## config.mk

```make
export PLATFORM = sky130hd
export DESIGN_NAME = urx_crc_rx
export DESIGN_NICKNAME = d
export VERILOG_FILES = /design/src/design/urx_crc_rx.v /design/src/design/urx_sync.v
export VERILOG_INCLUDE_DIRS = /design/src /design/src/design
export SDC_FILE = /design/constraint.sdc
export NUM_CORES = 1
export LEC_CHECK = 0
export BUFFER_PORTS_ARGS = -buffer_cell sky130_fd_sc_hd__buf_2
export CAP_MARGIN = 25
export CORE_MARGIN = 4
export CORE_UTILIZATION = 41
export CTS_CLUSTER_SIZE = 25
export DETAILED_ROUTE_END_ITERATION = 16
export PLACE_DENSITY = 0.65
export SLEW_MARGIN = 15
export SYNTH_ARGS = -nofsm -noshare
export SYNTH_HDL_FRONTEND = slang
export SYNTH_HIERARCHICAL = 1
export SYNTH_SLANG_ARGS = --single-unit
export TNS_END_PERCENT = 30
```

## constraint.sdc

```tcl
create_clock -name core_clk -period 1.82 [get_ports core_clk]
set_input_delay 0.091 -clock core_clk [delete_from_list [all_inputs] [get_ports core_clk]]
set_output_delay 0.091 -clock core_clk [all_outputs]
set_load 0.005 [all_outputs]
```

## src/design/urx_defines.vh

```
`ifndef URX_DEFINES_VH
`define URX_DEFINES_VH

// Width of the PHY byte lane
`define URX_DATA_W 8
// Width of the received byte counter, enough for 1024-byte packets
`define URX_CNT_W 11
// CRC16 preset value, reflected register form
`define URX_CRC_INIT 16'hFFFF
// CRC16 polynomial, reflected form
`define URX_CRC_POLY 16'hA001
// Register value left after a good packet runs through, CRC bytes included
`define URX_CRC_GOOD 16'hB001
// Bytes held back so that the two CRC bytes never reach the FIFO
`define URX_HOLD_N 2'h2
// Core cycles from end of packet seen to the verdict
`define URX_END_DLY 2

`endif

```

## src/design/urx_crc_rx.v

```verilog
// Notes on behaviour
// - Bad CRC, non-isochronous: drop data, no ACK
// - Bad CRC, isochronous: flag software, keep data
// - Non-isochronous CRC failure raises no software flag
// - Cross PHY controls safely; good CRC never fails
`timescale 1ns/1ns
`default_nettype none

`include "urx_defines.vh"

module urx_crc_rx (
  input wire core_clk,
  input wire reset_n,
  input wire phy_rx_active,
  input wire phy_rx_byte_tgl,
  input wire [`URX_DATA_W-1:0] phy_rx_data,
  input wire ep_is_iso,
  output reg fifo_wr_en_r,
  output reg [`URX_DATA_W-1:0] fifo_wr_data_r,
  output reg fifo_commit_r,
  output reg fifo_discard_r,
  output reg send_ack_r,
  output reg iso_crc_err_r,
  output reg [`URX_CNT_W-1:0] rx_count_r,
  output reg rx_done_r
);

  // CRC16 over one byte, LSB first
  function [15:0] crc16_byte;
    input [15:0] crc_in;
    input [7:0] din;
    integer i;
    reg [15:0] c;
    begin
      c = crc_in;
      for (i = 0; i < 8; i = i + 1) begin
        if (c[0] ^ din[i]) begin
          c = (c >> 1) ^ `URX_CRC_POLY;
        end else begin
          c = c >> 1;
        end
      end
      crc16_byte = c;
    end
  endfunction

  wire [`URX_DATA_W+1:0] sync_q; // Synchronised PHY controls and data
  wire s_active; // Packet in progress
  wire s_tgl; // Flips once per byte
  wire [`URX_DATA_W-1:0] s_data; // Byte lane

  reg tgl_d_r; // Previous toggle level
  reg act_d_r; // Previous active level
  reg take_r; // Byte lane is settled, take it
  reg [`URX_END_DLY-1:0] end_sh_r; // End of packet delayed
  reg first_r; // Next byte is the PID
  reg [15:0] crc_r; // Running CRC
  reg [1:0] held_r; // Bytes in holding pair
  reg [`URX_DATA_W-1:0] hold0_r; // Oldest held byte
  reg [`URX_DATA_W-1:0] hold1_r; // Newest held byte
  reg [`URX_CNT_W-1:0] cnt_r; // Bytes passed to the FIFO

  wire byte_evt; // Toggle edge seen
  wire start_evt; // Packet start
  wire end_evt; // Packet end
  wire pkt_bad; // CRC wrong or packet too short

  // Every PHY input passes two flops before use
  urx_sync #(
    .W(`URX_DATA_W + 2)
  ) u_sync (
    .core_clk(core_clk),
    .reset_n(reset_n),
    .async_in({phy_rx_active, phy_rx_byte_tgl, phy_rx_data}),
    .sync_out(sync_q)
  );

  assign s_active = sync_q[`URX_DATA_W+1];
  assign s_tgl = sync_q[`URX_DATA_W];
  assign s_data = sync_q[`URX_DATA_W-1:0];
  assign byte_evt = s_tgl ^ tgl_d_r;
  assign start_evt = s_active & ~act_d_r;
  assign end_evt = act_d_r & ~s_active;
  assign pkt_bad = (crc_r != `URX_CRC_GOOD) || (held_r != `URX_HOLD_N);

  // Event detection; the byte is taken one cycle after its toggle
  // so lane bits skewed against the toggle have settled
  always @(posedge core_clk) begin
    if (!reset_n) begin
      tgl_d_r <= 1'b0;
      act_d_r <= 1'b0;
      take_r <= 1'b0;
      end_sh_r <= {`URX_END_DLY{1'b0}};
    end else begin
      tgl_d_r <= s_tgl;
      act_d_r <= s_active;
      take_r <= byte_evt;
      // Verdict waits until the last byte is surely taken
      end_sh_r <= {end_sh_r[`URX_END_DLY-2:0], end_evt};
    end
  end

  // Byte intake, CRC, two-byte hold-back and FIFO writes
  always @(posedge core_clk) begin
    if (!reset_n) begin
      first_r <= 1'b1;
      crc_r <= `URX_CRC_INIT;
      held_r <= 2'h0;
      hold0_r <= 8'h00;
      hold1_r <= 8'h00;
      cnt_r <= {`URX_CNT_W{1'b0}};
      fifo_wr_en_r <= 1'b0;
      fifo_wr_data_r <= 8'h00;
    end else begin
      fifo_wr_en_r <= 1'b0;
      if (start_evt) begin
        // New packet: reset PID flag, CRC, hold count and byte count; held bytes keep old values
        first_r <= 1'b1;
        crc_r <= `URX_CRC_INIT;
        held_r <= 2'h0;
        cnt_r <= {`URX_CNT_W{1'b0}};
      end else if (take_r) begin
        if (first_r) begin
          // PID byte, not payload
          first_r <= 1'b0;
        end else begin
          crc_r <= crc16_byte(crc_r, s_data);
          if (held_r == `URX_HOLD_N) begin
            // Oldest held byte is payload for sure
            fifo_wr_en_r <= 1'b1;
            fifo_wr_data_r <= hold0_r;
            cnt_r <= cnt_r + 1'b1;
            hold0_r <= hold1_r;
            hold1_r <= s_data;
          end else if (held_r == 2'h1) begin
            // Second payload byte
            hold1_r <= s_data;
            held_r <= `URX_HOLD_N;
          end else begin
            // First payload byte
            hold0_r <= s_data;
            held_r <= 2'h1;
          end
        end
      end
    end
  end

  // End-of-packet verdict
  always @(posedge core_clk) begin
    if (!reset_n) begin
      fifo_commit_r <= 1'b0;
      fifo_discard_r <= 1'b0;
      send_ack_r <= 1'b0;
      iso_crc_err_r <= 1'b0;
      rx_count_r <= {`URX_CNT_W{1'b0}};
      rx_done_r <= 1'b0;
    end else begin
      fifo_commit_r <= 1'b0;
      fifo_discard_r <= 1'b0;
      send_ack_r <= 1'b0;
      iso_crc_err_r <= 1'b0;
      rx_done_r <= 1'b0;
      if (end_sh_r[`URX_END_DLY-1]) begin
        if (ep_is_iso) begin
          // Isochronous: keep data whatever the CRC, no handshake
          fifo_commit_r <= 1'b1;
          iso_crc_err_r <= pkt_bad;
          rx_count_r <= cnt_r;
          rx_done_r <= 1'b1;
        end else if (pkt_bad) begin
          // Drop data, stay silent so the host resends; no flag
          fifo_discard_r <= 1'b1;
        end else begin
          // Good packet: keep data and acknowledge
          fifo_commit_r <= 1'b1;
          send_ack_r <= 1'b1;
          rx_count_r <= cnt_r;
          rx_done_r <= 1'b1;
        end
      end
    end
  end

endmodule // urx_crc_rx

`default_nettype wire

```

## src/design/urx_sync.v

```verilog
`timescale 1ns/1ns
`default_nettype none

// Two-flop synchroniser bank for PHY-side levels
module urx_sync #(
  parameter W = 10
) (
  input wire core_clk,
  input wire reset_n,
  input wire [W-1:0] async_in,
  output wire [W-1:0] sync_out
);

  reg [W-1:0] meta_r; // First stage, read only by second stage
  reg [W-1:0] sync_r; // Second stage, safe to use

  // Two flops in series per bit
  always @(posedge core_clk) begin
    if (!reset_n) begin
      meta_r <= {W{1'b0}};
      sync_r <= {W{1'b0}};
    end else begin
      meta_r <= async_in;
      sync_r <= meta_r;
    end
  end

  assign sync_out = sync_r;

endmodule // urx_sync

`default_nettype wire

```

# After elaboration in Yosys (flattened, before gate mapping)
# Index checks and enable logic that the tools add are counted.
dict set report word_totals {
  memories 0
  inputBits 13
  out_inout_bits 25
  mem_bits_ro 0
  ram_bits 0
  word_cells 114
  latch_bits 0
  ff_bits 95
}
dict set report op_classes {
  n_bitwise 27
  reduce_logical 14
  div 0
  mul 0
  eq_ne 6
  add_sub_neg 1
  n_shift 0
  mux 47
  n_lt_le_gt_ge 0
}
# cell n
set ops {}
lappend ops {{$mux 16} 36}
lappend ops {{$mux 8} 4}
lappend ops {{$not 2->3} 8}
lappend ops {{$mux 11} 2}
lappend ops {{$ne 16x16->1 const B} 1}
lappend ops {{$reduce_and 4->1} 3}
lappend ops {{$add 11x1->11 const B} 1}
lappend ops {{$reduce_and 3->1} 3}
lappend ops {{$xor 1x1->1} 9}
lappend ops {{$not 1->1} 8}
lappend ops {{$ne 2x2->1 const B} 3}
lappend ops {{$reduce_and 2->1} 3}
lappend ops {{$mux 1} 4}
lappend ops {{$reduce_or 4->1} 1}
lappend ops {{$reduce_or 3->1} 1}
lappend ops {{$and 1x1->1} 2}
lappend ops {{$eq 2x1->1 const B} 1}
lappend ops {{$eq 2x2->1 const B} 1}
lappend ops {{$mux 2} 1}
lappend ops {{$reduce_bool 2->1} 1}
lappend ops {{$reduce_or 2->1} 1}
lappend ops {{$logic_or 1x1->1} 1}

# Logic depth before layout (Yosys ltp)
# Gate-level depths: netlist (run 1).
dict set report depth {
  word_depth 44
  mapped_depth 9
  depth_no_buf 7
}

# Hierarchy
# Netlist (run 1), hierarchy kept.
# mod cells_per_inst area_each_um2 n_inst
set modules_own_cells {}
lappend modules_own_cells {urx_crc_rx 335 3080.5 1}
lappend modules_own_cells {urx_sync 42 561.8 1}

# Worst setup path before layout (run 1)
# No wires, ideal clock.
dict set report synth_path {
  path_kind {reg2reg}
  startpoint {register u_sync.sync_r[1], in the netlist u_sync/sync_out[1]}
  endpoint {register crc_r[14]}
  t_arrival_ns 1.804
  stages_incl_launch_ff 6
  n_path_buf 0
  setup_ns 0.122
  t_required_ns 1.698
  setup_slack_ns -0.106
  path_cell_list {dfxtp_1 > xor2_1 > xnor2_1 > xnor3_2 > or4_1 > o311a_1}
}
dict set report synth_via {
  elab_chain_len 37
}
# element line_no
set synth_lines {}
lappend synth_lines {{start: declaration} urx_sync.v:15} ;# reg [W-1:0] sync_r;
lappend synth_lines {{start signal: assignment} urx_sync.v:21} ;# sync_r <= {W{1'b0}};
lappend synth_lines {{start signal: assignment} urx_sync.v:24} ;# sync_r <= meta_r;
lappend synth_lines {{$xor 1x1->1} urx_crc_rx.v:37} ;# if (c[0] ^ din[i]) begin
lappend synth_lines {{$mux 16} urx_crc_rx.v:37}
lappend synth_lines {{$mux 16} urx_crc_rx.v:123} ;# if (first_r) begin
lappend synth_lines {{$mux 16} urx_crc_rx.v:122} ;# end else if (take_r) begin
lappend synth_lines {{$mux 16} urx_crc_rx.v:116} ;# if (start_evt) begin
lappend synth_lines {{$mux 16} urx_crc_rx.v:105} ;# if (!reset_n) begin
lappend synth_lines {{$xor 1x1->1} urx_crc_rx.v:37}
lappend synth_lines {{$mux 16} urx_crc_rx.v:37}
lappend synth_lines {{[21 not listed]} -}
lappend synth_lines {{$mux 16} urx_crc_rx.v:105}
lappend synth_lines {{$xor 1x1->1} urx_crc_rx.v:37}
lappend synth_lines {{$mux 16} urx_crc_rx.v:37}
lappend synth_lines {{$mux 16} urx_crc_rx.v:123}
lappend synth_lines {{$mux 16} urx_crc_rx.v:122}
lappend synth_lines {{$mux 16} urx_crc_rx.v:116}
lappend synth_lines {{$mux 16} urx_crc_rx.v:105}
lappend synth_lines {{$mux 16} urx_crc_rx.v:37}
lappend synth_lines {{end signal: assignment} urx_crc_rx.v:107} ;# crc_r <= `URX_CRC_INIT;
lappend synth_lines {{end signal: assignment} urx_crc_rx.v:119} ;# crc_r <= `URX_CRC_INIT;
lappend synth_lines {{end signal: assignment} urx_crc_rx.v:127} ;# crc_r <= crc16_byte(crc_r, s_data);
lappend synth_lines {{end: declaration} urx_crc_rx.v:57} ;# reg [15:0] crc_r;
# Every way passes these cells. The select of a mux whose other input is x is not followed.
# A chain may end at the register's enable or synchronous reset.

# Worst setup path in the final report (run 1)
dict set report layout_path {
  startpoint {register crc_r[5]}
  endpoint {register crc_r[14]}
}
dict set report layout_via {
  elab_chain_len 39
}
# element line_no
set layout_lines {}
lappend layout_lines {{$mux 16 *} urx_crc_rx.v:37}
lappend layout_lines {{$mux 16 *} urx_crc_rx.v:123}
lappend layout_lines {{$mux 16 *} urx_crc_rx.v:122}
lappend layout_lines {{$mux 16 *} urx_crc_rx.v:116}
lappend layout_lines {{$mux 16 *} urx_crc_rx.v:105}
lappend layout_lines {{$mux 16 *} urx_crc_rx.v:37}
lappend layout_lines {{$mux 16 *} urx_crc_rx.v:123}
lappend layout_lines {{$mux 16 *} urx_crc_rx.v:122}
lappend layout_lines {{[23 not listed]} -}
lappend layout_lines {{$mux 16 *} urx_crc_rx.v:105}
lappend layout_lines {{$xor 1x1->1 *} urx_crc_rx.v:37}
lappend layout_lines {{$mux 16 *} urx_crc_rx.v:37}
lappend layout_lines {{$mux 16 *} urx_crc_rx.v:123}
lappend layout_lines {{$mux 16 *} urx_crc_rx.v:122}
lappend layout_lines {{$mux 16 *} urx_crc_rx.v:116}
lappend layout_lines {{$mux 16 *} urx_crc_rx.v:105}
lappend layout_lines {{$mux 16 *} urx_crc_rx.v:37}
# Mark *: on every way between the ends. The rest lies on a longest branch, timed or not. The select of a mux whose other input is x is not followed.

==> results of run 1 <==
## placed cells by master, fill, tap and decap left out, drive strengths merged, types with 2 or more instances in the layout
cell,instances
ha,3
and3,3
nand3,22
dfxtp,95
inv,8
a211oi,9
o21ai,18
dlygate4sd3,11
nand2,32
and2,25
nor3,6
xnor2,21
buf,60
or3,3
nand4,2
o211ai,7
nor2,38
nor4,3
mux2i,24
clkbuf,9
a21oi,18
xor2,8
clkinvlp,4
o21ba,2
## kinds of logic (layout without fill, tap and decap cells)
family / after synthesis / in the layout / share of synthesized area
and+or+nand+nor: 142 / 142 / 0.197
DFF: 95 / 95 / 0.522
AOI/OAI and AO/OA: 55 / 56 / 0.0900
xor gates and xnor gates: 30 / 30 / 0.0804
buffers and inverters: 28 / 93 / 0.0347
muxes: 24 / 24 / 0.0660
adders and majority gates: 3 / 3 / 0.0103
## flip-flops by register name (all words and copies together) (netlist names), 2 cells and up
name / count
crc_r: 16
u_sync/sync_out: 10
end_sh_r: 2
hold0_r: 8
u_sync/meta_r: 10
rx_count_r: 11
hold1_r: 8
cnt_r: 11
held_r: 2
fifo_wr_data_r: 8
## critical path: stages (launching register included)
cell and delay, ns:
dfxtp_1 0.36, xnor2_2 0.25, xnor2_2 0.16, xnor3_2 0.36, or4_1 0.47, o311a_1 0.13
## timing repair
item / 4_1_cts / 5_1_grt
resized for setup: 3 / 29
endpoints found under the hold margin: 12 / 0
hold buffers: 11 / 0
pin swaps: 4 / 11
endpoints found under the setup margin: 3 / 17
cloned: 0 / 2
setup buffers: 2 / 5
## final timing paths
path,from,endpoint,slack [ns],cells after the start
setup / recovery,crc_r[5]$_SDFFE_PP1P_,crc_r[14]$_SDFFE_PP1P_,-0.02,5
hold / removal,reset_n,end_sh_r[1]$_SDFF_PN0_,0.11,2
setup reg to reg,crc_r[5]$_SDFFE_PP1P_,crc_r[14]$_SDFFE_PP1P_,-0.02,5
hold reg to reg,act_d_r$_SDFF_PN0_,end_sh_r[0]$_SDFF_PN0_,0.42,2
## metal layers
layer,vias to the layer above,global-route usage
met4,0,0.0484
met5,-,0
met3,17,0.0471
met1,1295,0.184
li1,1405,-
met2,51,0.240
## power by group through the flow
| stage | clock, W | sequential, W | combinational [W] |
|---|---|---|---|
| 2_1_floorplan | 0 | 0.00217 | 0.000135 |
| 3_3_place_gp | 0 | 0.00217 | 0.000194 |
| 3_5_place_dp | 0 | 0.00217 | 0.000196 |
| 4_1_cts | 0.00129 | 0.00212 | 0.000219 |
| 5_1_grt | 0.00137 | 0.00213 | 0.000254 |
| 6_report | 0.00125 | 0.00212 | 0.000231 |
## through the flow
| stage | power (W) | instance area [µm²] | util | setup WS [ns] |
|---|---|---|---|---|
| after global placement | 0.00237 | 4040 | 0.466 | 0.0145 |
| after CTS | 0.00363 | 4360 | 0.502 | -0.0131 |
| after floorplan | 0.00230 | 3690 | - | -0.0496 |
| after detailed placement | 0.00237 | 4040 | 0.466 | -0.0187 |
| after global routing | 0.00376 | 4520 | 0.521 | -0.0857 |
| final | 0.00361 | 4520 | 0.521 | -0.0203 |
## final cells by class
cell class                 count  area share
sequential                    95       0.423
clock inverter                 7      0.0124
inverter                       6     0.00498
clock buffer                   9      0.0274
tap                          108      0.0299
multi-input combinational    255       0.394
timing repair buffer          71       0.108
==> metrics.md, run 1 <==
| Metric | Value |
|---|---|
| Non-filler cells, final | `551` |
| Clock sink count | `95` |
| Clk pin slew, worst setup/hold paths | `0.09 ns` |
| Port bufs | `37` |
| Routed Antenna Nets | `0` |
| Routed vias/inst | `5.02` |
| Final hold vios | `0` |
| Die width | `102 µm` |
| Async set-reset flop share out of synthesis | `0` |
| H-Tree Depth | `3` |
| Post-Syn Area | `3640 µm²` |
| Synth top cells by count | `95 x dfxtp_1, 37 x nor2_1, 31 x nand2_1` |
| Top sig layer | `met4` |
| Post-synthesis sequential area ratio | `0.522` |
| Wire length per cell | `13.5 µm` |
| Slew Viols, Final | `0` |
| Clk Tree Root Cell | `clkbuf_8` |
| Crit path kind | `reg2reg` |
| Die height | `102 µm` |
| P_sw | `0.000878 W` |
| Logic pwr share | `0.064` |
| Drt drc | `0` |
| Status | `finished with violations` |
| Number of enable flip-flop cells after synthesis | `0` |
| Gr usage total | `0.147` |
| Routed length on met3 | `314 µm` |
| Met1 Wirelength | `3.31 mm` |
| Initial antenna violation count | `0` |
| Number of CTS-inserted buffers | `9` |
| RSZ-0062 raised after global routing | `yes` |
| Synth area leaders | `dfxtp_1 52%, mux2i_1 6.6%, xnor2_1 4.6%` |
| WL met2 | `3.66 mm` |
| Sw frac | `0.243` |
| Post-synthesis to final-layout area growth | `24.2%` |
| Crit path launch type | `flop` |
| Hold WC Path Type | `in2reg` |
| Area leader, netlist | `dfxtp_1` |
| Peak supply drop | `0.000582 V` |
| Worst skew pair latency | `0.36 ns` |
| Initial core utilization | `0.420` |
| PwrDens | `798 nW/µm²` |
| Syn_nets | `393` |
| Die area | `10500 µm²` |
| CTS tree | `yes` |
| Period minus WS final | `1.84 ns` |
| CTS max path bufs | `2` |
| # IOs | `38` |
| Clock skew | `0.00692 ns` |
| Setup violations, final | `1` |
| Total area of sequential cells | `1910 µm²` |
| Worst Setup Slack, final | `-0.0203 ns` |
| Max cap viols | `0` |
| Syn. warnings | `6` |
| DR vias | `2768` |
| Synth Instances | `377` |
| Netlist cell types | `42` |
| Filler cells | `794` |
| Leak | `1.78 nW` |
| First-pass GRT wire length | `12.0 mm` |
| Initial drt markers | `73` |
| Failing checks | `setup timing` |
| Critical Path AT | `2.10 ns` |
| Routability congestion estimate | `0.755` |
| Most frequent cell after synthesis | `dfxtp_1` |
| #FFs+latches synth | `95` |
| Total Routed Length | `7.41 mm` |
| Main flop type after synthesis | `dfxtp_1` |
| Antenna diode count | `0` |
| GRT overflow | `0` |
| Core area | `8680 µm²` |
| Worst path required time | `2.08 ns` |
| Layout Nets | `454` |
| Row cnt | `34` |
| Crit-path max FO | `3` |
| Syn Area/Cell | `9.66 µm²` |
| Slew margin rel. | `0.555` |
| Hold WS | `0.113 ns` |
| Dpl cells | `515` |
| Power Internal | `0.00273 W` |
| Setup_tns | `-0.0203 ns` |
| Clock share of power | `0.348` |
| Seq pwr share | `0.589` |
| Share of cells above drive strength 1 | `0.296` |
| DRT Pass-1 Iters | `5` |
| Largest net degree at the start of global routing | `38` |
| Area of the multi-input gates | `1780 µm²` |
| HPWL reported at the end of detailed placement | `5.00 mm` |
| Fmax | `543 MHz` |
| Synth top area share | `0.522` |
| Critical path capture point type | `flop` |
| Vias in the first global route | `2549` |
| Worst slew pin tran | `0.667 ns` |
| Ratio of final minimum period to clock period | `1.01` |
Note: power is estimated with default switching activity, not from simulation.
==> run 2: changes to the inputs <==
--- a/config.mk
+++ b/config.mk
@@ -12,7 +12,7 @@
 export CORE_UTILIZATION = 41
 export CTS_CLUSTER_SIZE = 25
 export DETAILED_ROUTE_END_ITERATION = 16
-export PLACE_DENSITY = 0.65
+export PLACE_DENSITY = 0.63
 export SLEW_MARGIN = 15
 export SYNTH_ARGS = -nofsm -noshare
 export SYNTH_HDL_FRONTEND = slang
==> constraint.sdc (replaced) <==
create_clock -name core_clk -period 1.97 [get_ports core_clk]
set_input_delay 0.0985 -clock core_clk [delete_from_list [all_inputs] [get_ports core_clk]]
set_output_delay 0.0985 -clock core_clk [all_outputs]
set_load 0.005 [all_outputs]
==> run 2 against run 1 <==
Against the previous run: the flow now finishes without violations; hold slack better by 0.0037 ns; critical path depth increased by 1; wire length decreased by 2.3%; cell count shrank 0.91%; design area is 2.0% lower; first-iteration DRC count is 49% higher; register-to-register slack better by 0.08 ns; die area stayed put; utilization decreased by 1.0 points; clock-buffer cell count increased by 1; non-clock buffer count decreased by 4; total power is 0.55% lower; highest routed layer unchanged.
==> metrics.md, run 2 (same netlist as run 1, synthesis figures left out) <==
| Metric | Value |
|---|---|
| Status | `complete, no violations` |
| Commonest non-fill, non-tap cells in the layout | `90 x dfxtp_1, 37 x nor2_1, 37 x buf_2, 31 x nand2_1, 24 x mux2i_1` |
| Placed Area | `3990 µm² (-1.3%)` |
| Worst path required time | `2.22 ns (+0.14 ns)` |
| Crit path max-delay cell type | `or4_1` |
| Period minus WS final | `1.91 ns (+0.0672 ns)` |
| Peak supply drop | `0.000595 V (+2.2%)` |
| HP Start | `reset_n` |
| Design Area, Final | `4430 µm² (-2.0%)` |
| Port bufs | `37 (unchanged)` |
| Vias in the first global route | `2525 (-0.94%)` |
| Wire length per cell | `13.3 µm (-1.4%)` |
| Biggest regs | `crc_r (16), cnt_r (11), rx_count_r (11)` |
| Share of cells above drive strength 1 | `0.235 (-0.0606)` |
| Worst slew pin tran | `0.618 ns (-0.0493 ns)` |
| CP Cell Sequence | `xnor2_1, buf_4, xnor2_2, xnor3_2, or4_1, o311a_1` |
| RSZ-0062 raised after global routing | `yes` |
| Gr usage total | `0.145 (-0.00220)` |
| Critical Path AT | `2.16 ns (+0.06 ns)` |
| Number of CTS-inserted buffers | `9 (unchanged)` |
| Slew margin rel. | `0.587 (+0.0329)` |
| Largest stage delay on the critical path | `0.47 ns (about the same)` |
| Row cnt | `34 (unchanged)` |
| Max cap viols | `0 (unchanged)` |
| First-pass GRT wire length | `11.7 mm (-2.9%)` |
| # IOs | `38 (unchanged)` |
| Clock sink count | `95 (unchanged)` |
| Initial core utilization | `0.420 (unchanged)` |
| Clk pin slew, worst setup/hold paths | `0.09 ns (about the same)` |
| Largest register FFs | `16 (unchanged)` |
| DRT Pass-1 Iters | `4 (-1)` |
| Routed vias/inst | `4.94 (-1.7%)` |
| Crit path launch type | `flop` |
| Hold WS | `0.116 ns (+0.00374 ns)` |
| Setup violations, final | `0 (-1)` |
| Worst skew pair latency | `0.36 ns (about the same)` |
| Clock skew | `0.00841 ns (+0.00149 ns)` |
| Routed Antenna Nets | `0 (unchanged)` |
| Ratio of final minimum period to clock period | `0.968 (-0.0429)` |
| CP delay by family, top | `XOR/XNOR gates` |
| Initial antenna violation count | `0 (unchanged)` |
| Largest net degree at the start of global routing | `38 (unchanged)` |
| DR vias | `2696 (-2.6%)` |
| Die area | `10500 µm² (unchanged)` |
| R2R Path Start | `crc_r[4]$_SDFFE_PP1P_` |
| Initial drt markers | `109 (+49%)` |
| Crit-path max FO | `3 (unchanged)` |
| Crit path kind | `reg2reg` |
| Leak | `1.77 nW (-0.77%)` |
| Most common cell after layout, fill and taps aside | `dfxtp_1` |
| Die height | `102 µm (unchanged)` |
| Drt drc | `0 (unchanged)` |
| Count of buffer and inverter cells on the critical path | `1 (+1)` |
| Slew Viols, Final | `0 (unchanged)` |
| CP startpoint | `crc_r[4]$_SDFFE_PP1P_` |
| Core area | `8680 µm² (unchanged)` |
| Total Routed Length | `7.24 mm (-2.3%)` |
| Final hold vios | `0 (unchanged)` |
| Largest Register | `crc_r` |
| Antenna diode count | `0 (unchanged)` |
| Fmax | `524 MHz (-3.5%)` |
| Filler cells | `796 (+0.25%)` |
| GRT overflow | `0 (unchanged)` |
| Die width | `102 µm (unchanged)` |
| CTS tree | `yes` |
| Layout Nets | `449 (-1.1%)` |
| Critical path capture point type | `flop` |
| Final Util | `0.511 (-0.0102)` |
| Hold WC Path Type | `in2reg` |
| Post-synthesis to final-layout area growth | `21.7%` |
| PwrDens | `810 nW/µm² (+1.4%)` |
| Clk Tree Root Cell | `clkbuf_8` |
| HPWL reported at the end of detailed placement | `4.80 mm (-4.1%)` |
| H-Tree Depth | `3 (unchanged)` |
| Routability congestion estimate | `0.832 (+10%)` |
| CTS max path bufs | `2 (unchanged)` |
==> run 2: metrics by stage <==
step	power [W]	std cells	setup TNS [ns]	setup WS [ns]
after floorplan	0.00212	377	0	0.0441
after global placement	0.00218	516	0	0.0628
after detailed placement	0.00218	516	-0.00587	-0.00587
after CTS	0.00362	543	0	0.0138
after global routing	0.00373	546	-0.0295	-0.0295
final	0.00359	546	0	0.0624
==> run 2: worst register-to-register path: cells and delay by family (launching register included) <==
kind | cells | cell delay (ns)
xor+xnor | 3 | 0.69
simple gates | 1 | 0.47
flops | 1 | 0.35
buf+inv | 1 | 0.15
compound gates | 1 | 0.14
==> run 2: worst paths after layout <==
| check | end | slack (ns) | cells after the start |
|---|---|---|---|
| setup reg to reg | crc_r[14]$_SDFFE_PP1P_ | 0.06 | 6 |
| setup / recovery | crc_r[14]$_SDFFE_PP1P_ | 0.06 | 6 |
| hold reg to reg | end_sh_r[1]$_SDFF_PN0_ | 0.43 | 1 |
| hold / removal | end_sh_r[0]$_SDFF_PN0_ | 0.12 | 3 |
==> run 2: what timing repair did <==
| item | CTS | global route |
|---|---|---|
| setup endpoints to repair | 1 | 12 |
| hold buffers | 11 | 0 |
| resized for setup | 1 | 14 |
| pin swaps | 0 | 5 |
| buffers inserted | 0 | 2 |
| endpoints found under the hold margin | 12 | 0 |
| gates cloned | 0 | 1 |
==> run 2: routing by layer <==
metal  routed length, µm  up-vias  GRT usage  share of wire
met5                   0        -          0              0
met4                 112        0     0.0545          0.015
met3                 265       11     0.0375          0.037
met2                3580       44      0.249           0.49
met1                3280     1249      0.173           0.45
li1                    -     1392          -              -
==> run 2: where the power goes <==
group / internal [W] / switching, W / leakage, nW
logic: 0.000104 / 0.0000976 / 0.887
registers: 0.00194 / 0.0000174 / 0.770
clock network: 0.000756 / 0.000670 / 0.113
total: 0.00280 / 0.000785 / 1.77
==> run 2: cell type report <==
cell class              instances  area (µm²)  area share
well taps                     108         135      0.0305
repair buffers                 67         454       0.102
clock inverters                 6        90.1      0.0203
multi-input cells             254        1690       0.380
flip-flops and latches         95        1910       0.430
inverters                       6        22.5     0.00508
clock buffers                  10         138      0.0310
==> run 3: changes to the inputs <==
--- a/config.mk
+++ b/config.mk
@@ -6,13 +6,14 @@
 export SDC_FILE = /design/constraint.sdc
 export NUM_CORES = 1
 export LEC_CHECK = 0
+export ABC_AREA = 1
 export BUFFER_PORTS_ARGS = -buffer_cell sky130_fd_sc_hd__buf_2
 export CAP_MARGIN = 25
 export CORE_MARGIN = 4
-export CORE_UTILIZATION = 41
+export CORE_UTILIZATION = 40
 export CTS_CLUSTER_SIZE = 25
 export DETAILED_ROUTE_END_ITERATION = 16
-export PLACE_DENSITY = 0.63
+export PLACE_DENSITY = 0.62
 export SLEW_MARGIN = 15
 export SYNTH_ARGS = -nofsm -noshare
 export SYNTH_HDL_FRONTEND = slang
==> run 3 against run 2 <==
Against the previous run: sequential share of layout area up 1.2 points; worst setup slack better by 0.13 ns; global-route usage down 0.50 points; clock skew up 0.0018 ns; first-iteration DRC count up 19%; critical path depth up 4.
==> metrics.md, run 3 <==
| Metric | Value |
|---|---|
| Status | `complete, no violations` |
| Logic pwr share | `0.051 (-0.005)` |
| Critical Path AT | `2.06 ns (-0.10 ns)` |
| Crit path kind | `reg2reg` |
| Critical path capture point type | `flop` |
| Hold WC Path Type | `in2reg` |
| RSZ-0062 raised after global routing | `no` |
| Area leader, netlist | `dfxtp_1` |
| Clk pin slew, worst setup/hold paths | `0.09 ns (about the same)` |
| Vias in the first global route | `2672 (+5.8%)` |
| Post-Syn Area | `3710 µm² (+2.0%)` |
| H-Tree Depth | `3 (unchanged)` |
| Share of cells above drive strength 1 | `0.147 (-0.0878)` |
| Initial drt markers | `130 (+19%)` |
| Most common cell after layout, fill and taps aside | `nand2_1` |
| Crit-path max FO | `16 (+13)` |
| Core area | `8890 µm² (+2.5%)` |
| Antenna diode count | `0 (unchanged)` |
| Worst slew pin tran | `0.453 ns (-0.165 ns)` |
| P_sw | `0.000781 W (-0.56%)` |
| Ratio of final minimum period to clock period | `0.900 (-0.0682)` |
| Slew margin rel. | `0.696 (+0.108)` |
| Commonest non-fill, non-tap cells in the layout | `110 x nand2_1, 95 x dfxtp_1, 67 x inv_1, 51 x o21ai_0, 38 x a21oi_1` |
| Power Internal | `0.00264 W (-5.9%)` |
| CTS max path bufs | `2 (unchanged)` |
| Routed Antenna Nets | `0 (unchanged)` |
| Crit path launch type | `flop` |
| Post-synthesis to final-layout area growth | `15.8%` |
| Largest net degree at the start of global routing | `34 (-11%)` |
| Main flop type after synthesis | `dfxtp_1` |
| Number of enable flip-flop cells after synthesis | `0 (unchanged)` |
| Syn Area/Cell | `7.69 µm² (-20%)` |
| Max cap viols | `0 (unchanged)` |
| Clock skew | `0.0102 ns (+0.00176 ns)` |
| Most frequent cell after synthesis | `nand2_1` |
| Setup_tns | `0 ns (unchanged)` |
| Initial antenna violation count | `0 (unchanged)` |
| Drt drc | `0 (unchanged)` |
| Clock share of power | `0.375 (-0.022)` |
| Final Util | `0.484 (-0.0271)` |
| Seq pwr share | `0.574 (+0.027)` |
| DRT Pass-1 Iters | `4 (unchanged)` |
| #FFs+latches synth | `95 (unchanged)` |
| Clock sink count | `95 (unchanged)` |
| Total Routed Length | `7.24 mm (about the same)` |
| Initial core utilization | `0.418 (-0.00202)` |
| Gr usage total | `0.140 (-0.00505)` |
| Post-synthesis sequential area ratio | `0.512 (-0.0100)` |
| Clk Tree Root Cell | `clkbuf_8` |
| Wire length per cell | `11.2 µm (-15%)` |
| Dpl cells | `617 (+20%)` |
| # IOs | `38 (unchanged)` |
| DR vias | `3028 (+12%)` |
| Peak supply drop | `0.000550 V (-7.5%)` |
| Netlist cell types | `32 (-24%)` |
| Routed vias/inst | `4.70 (-4.8%)` |
| Synth area leaders | `dfxtp_1 51%, nand2_1 11%, o21ai_0 6.9%` |
| Async set-reset flop share out of synthesis | `0 (unchanged)` |
| Sw frac | `0.228 (+0.00953)` |
| Routability congestion estimate | `0.738 (-11%)` |
| Largest Register | `crc_r` |
| Die area | `10900 µm² (+4.2%)` |
| Syn_nets | `499 (+27%)` |
| Synth top cells by count | `110 x nand2_1, 95 x dfxtp_1, 67 x inv_1` |
| Non-filler cells, final | `644 (+18%)` |
| Largest register FFs | `16 (unchanged)` |
| Setup violations, final | `0 (unchanged)` |
| Worst skew pair latency | `0.36 ns (about the same)` |
| Biggest regs | `crc_r (16), cnt_r (11), rx_count_r (11)` |
| Row cnt | `34 (unchanged)` |
| Fmax | `564 MHz (+7.6%)` |
| Die height | `104 µm (+2.1%)` |
| Port bufs | `37 (unchanged)` |
| Synth top area share | `0.512 (-0.0100)` |
| Leak | `2.03 nW (+15%)` |
| Syn. warnings | `6 (unchanged)` |
| CTS tree | `yes` |
| Number of CTS-inserted buffers | `9 (unchanged)` |
| First-pass GRT wire length | `12.4 mm (+5.6%)` |
| Final hold vios | `0 (unchanged)` |
| GRT overflow | `0 (unchanged)` |
| Layout Nets | `547 (+22%)` |
| Slew Viols, Final | `0 (unchanged)` |
| PwrDens | `795 nW/µm² (-1.8%)` |
| Die width | `104 µm (+2.1%)` |
| Worst path required time | `2.26 ns (+0.04 ns)` |
| HPWL reported at the end of detailed placement | `5.12 mm (+6.7%)` |
| Synth Instances | `483 (+28%)` |
| Period minus WS final | `1.77 ns (-0.134 ns)` |
[run 3: cell count changes in the layout (fill, tap and decap cells not counted), moves of 8 or more]
cell,change
nand3_1,-8
xnor2_1,-14
buf_4,-10
and2_2,-11
o21ai_1,-15
a31oi_1,+8
inv_1,+63
and2_1,-14
o21ai_0,+49
a21oi_1,+20
mux2i_1,-24
a211oi_1,-8
nand2_1,+79
[run 3: critical path, stage by stage, from the launching register on]
cell and delay (ns):
dfxtp_1 0.32, inv_1 0.07, ha_2 0.26, nand3_1 0.12
nor3_2 0.20, nand3_2 0.12, nand2_2 0.12, nand2_4 0.08
clkinv_2 0.16, o21ai_0 0.11, a21oi_1 0.14
[run 3: cells by family after synthesis]
group                    after synthesis  share of synthesized area
flip-flops                            95                      0.512
AND/OR/NAND/NOR                      182                      0.207
XOR/XNOR                               6                     0.0162
AO/OA/AOI/OAI                        107                      0.153
buffers and inverters                 90                      0.101
adder cells (fa/ha/maj)                3                     0.0101
[run 3: power groups by stage]
stage	clock [W]	combinational [W]	sequential (W)
2_1_floorplan	0	0.000117	0.00200
3_5_place_dp	0	0.000156	0.00201
6_report	0.00128	0.000173	0.00196
5_1_grt	0.00140	0.000200	0.00197
4_1_cts	0.00133	0.000173	0.00196
3_3_place_gp	0	0.000152	0.00201
[run 3: area by class of cell]
class	count	area, µm²
fill	868	4590
tap	108	135
multi-input combinational	298	1440
timing repair buffer	55	348
clock inverter	6	68.8
inverter	72	273
sequential	95	1900
clock buffer	10	138
[run 3: worst paths after layout]
kind              slack (ns)  cells past startpoint                       endpoint                        start
hold / removal          0.17                      3         end_sh_r[1]$_SDFF_PN0_                      reset_n
setup / recovery        0.20                     10     rx_count_r[3]$_SDFFE_PN0P_       held_r[0]$_SDFFE_PP0P_
setup reg to reg        0.20                     10     rx_count_r[3]$_SDFFE_PN0P_       held_r[0]$_SDFFE_PP0P_
hold reg to reg         0.41                      2  u_sync/sync_out[6]$_SDFF_PN0_  u_sync/meta_r[6]$_SDFF_PN0_
[run 3: metal layers]
layer | vias to the layer above | part of all wire | GRT usage
met2 | 57 | 0.42 | 0.218
met4 | 0 | 0.018 | 0.0513
met3 | 11 | 0.051 | 0.0441
met1 | 1329 | 0.51 | 0.181
met5 | - | 0 | 0
li1 | 1631 | - | -
[run 3: per-stage QoR]
step	area (µm²)	total power [W]	hold WS (ns)	worst slack, ns
floorplan	3710	0.00212	0.177	0.465
global placement	3980	0.00216	0.277	0.290
detailed placement	3980	0.00217	0.280	0.164
CTS	4300	0.00346	0.166	0.128
global route	4300	0.00357	0.181	0.0317
finish	4300	0.00342	0.169	0.197
[run 3: timing repair]
action | in CTS | in global routing
setup endpoints to repair | 0 | 6
hold buffers | 11 | 0
endpoints found under the hold margin | 11 | 0
buffers inserted | 0 | 0
resized for setup | 0 | 2
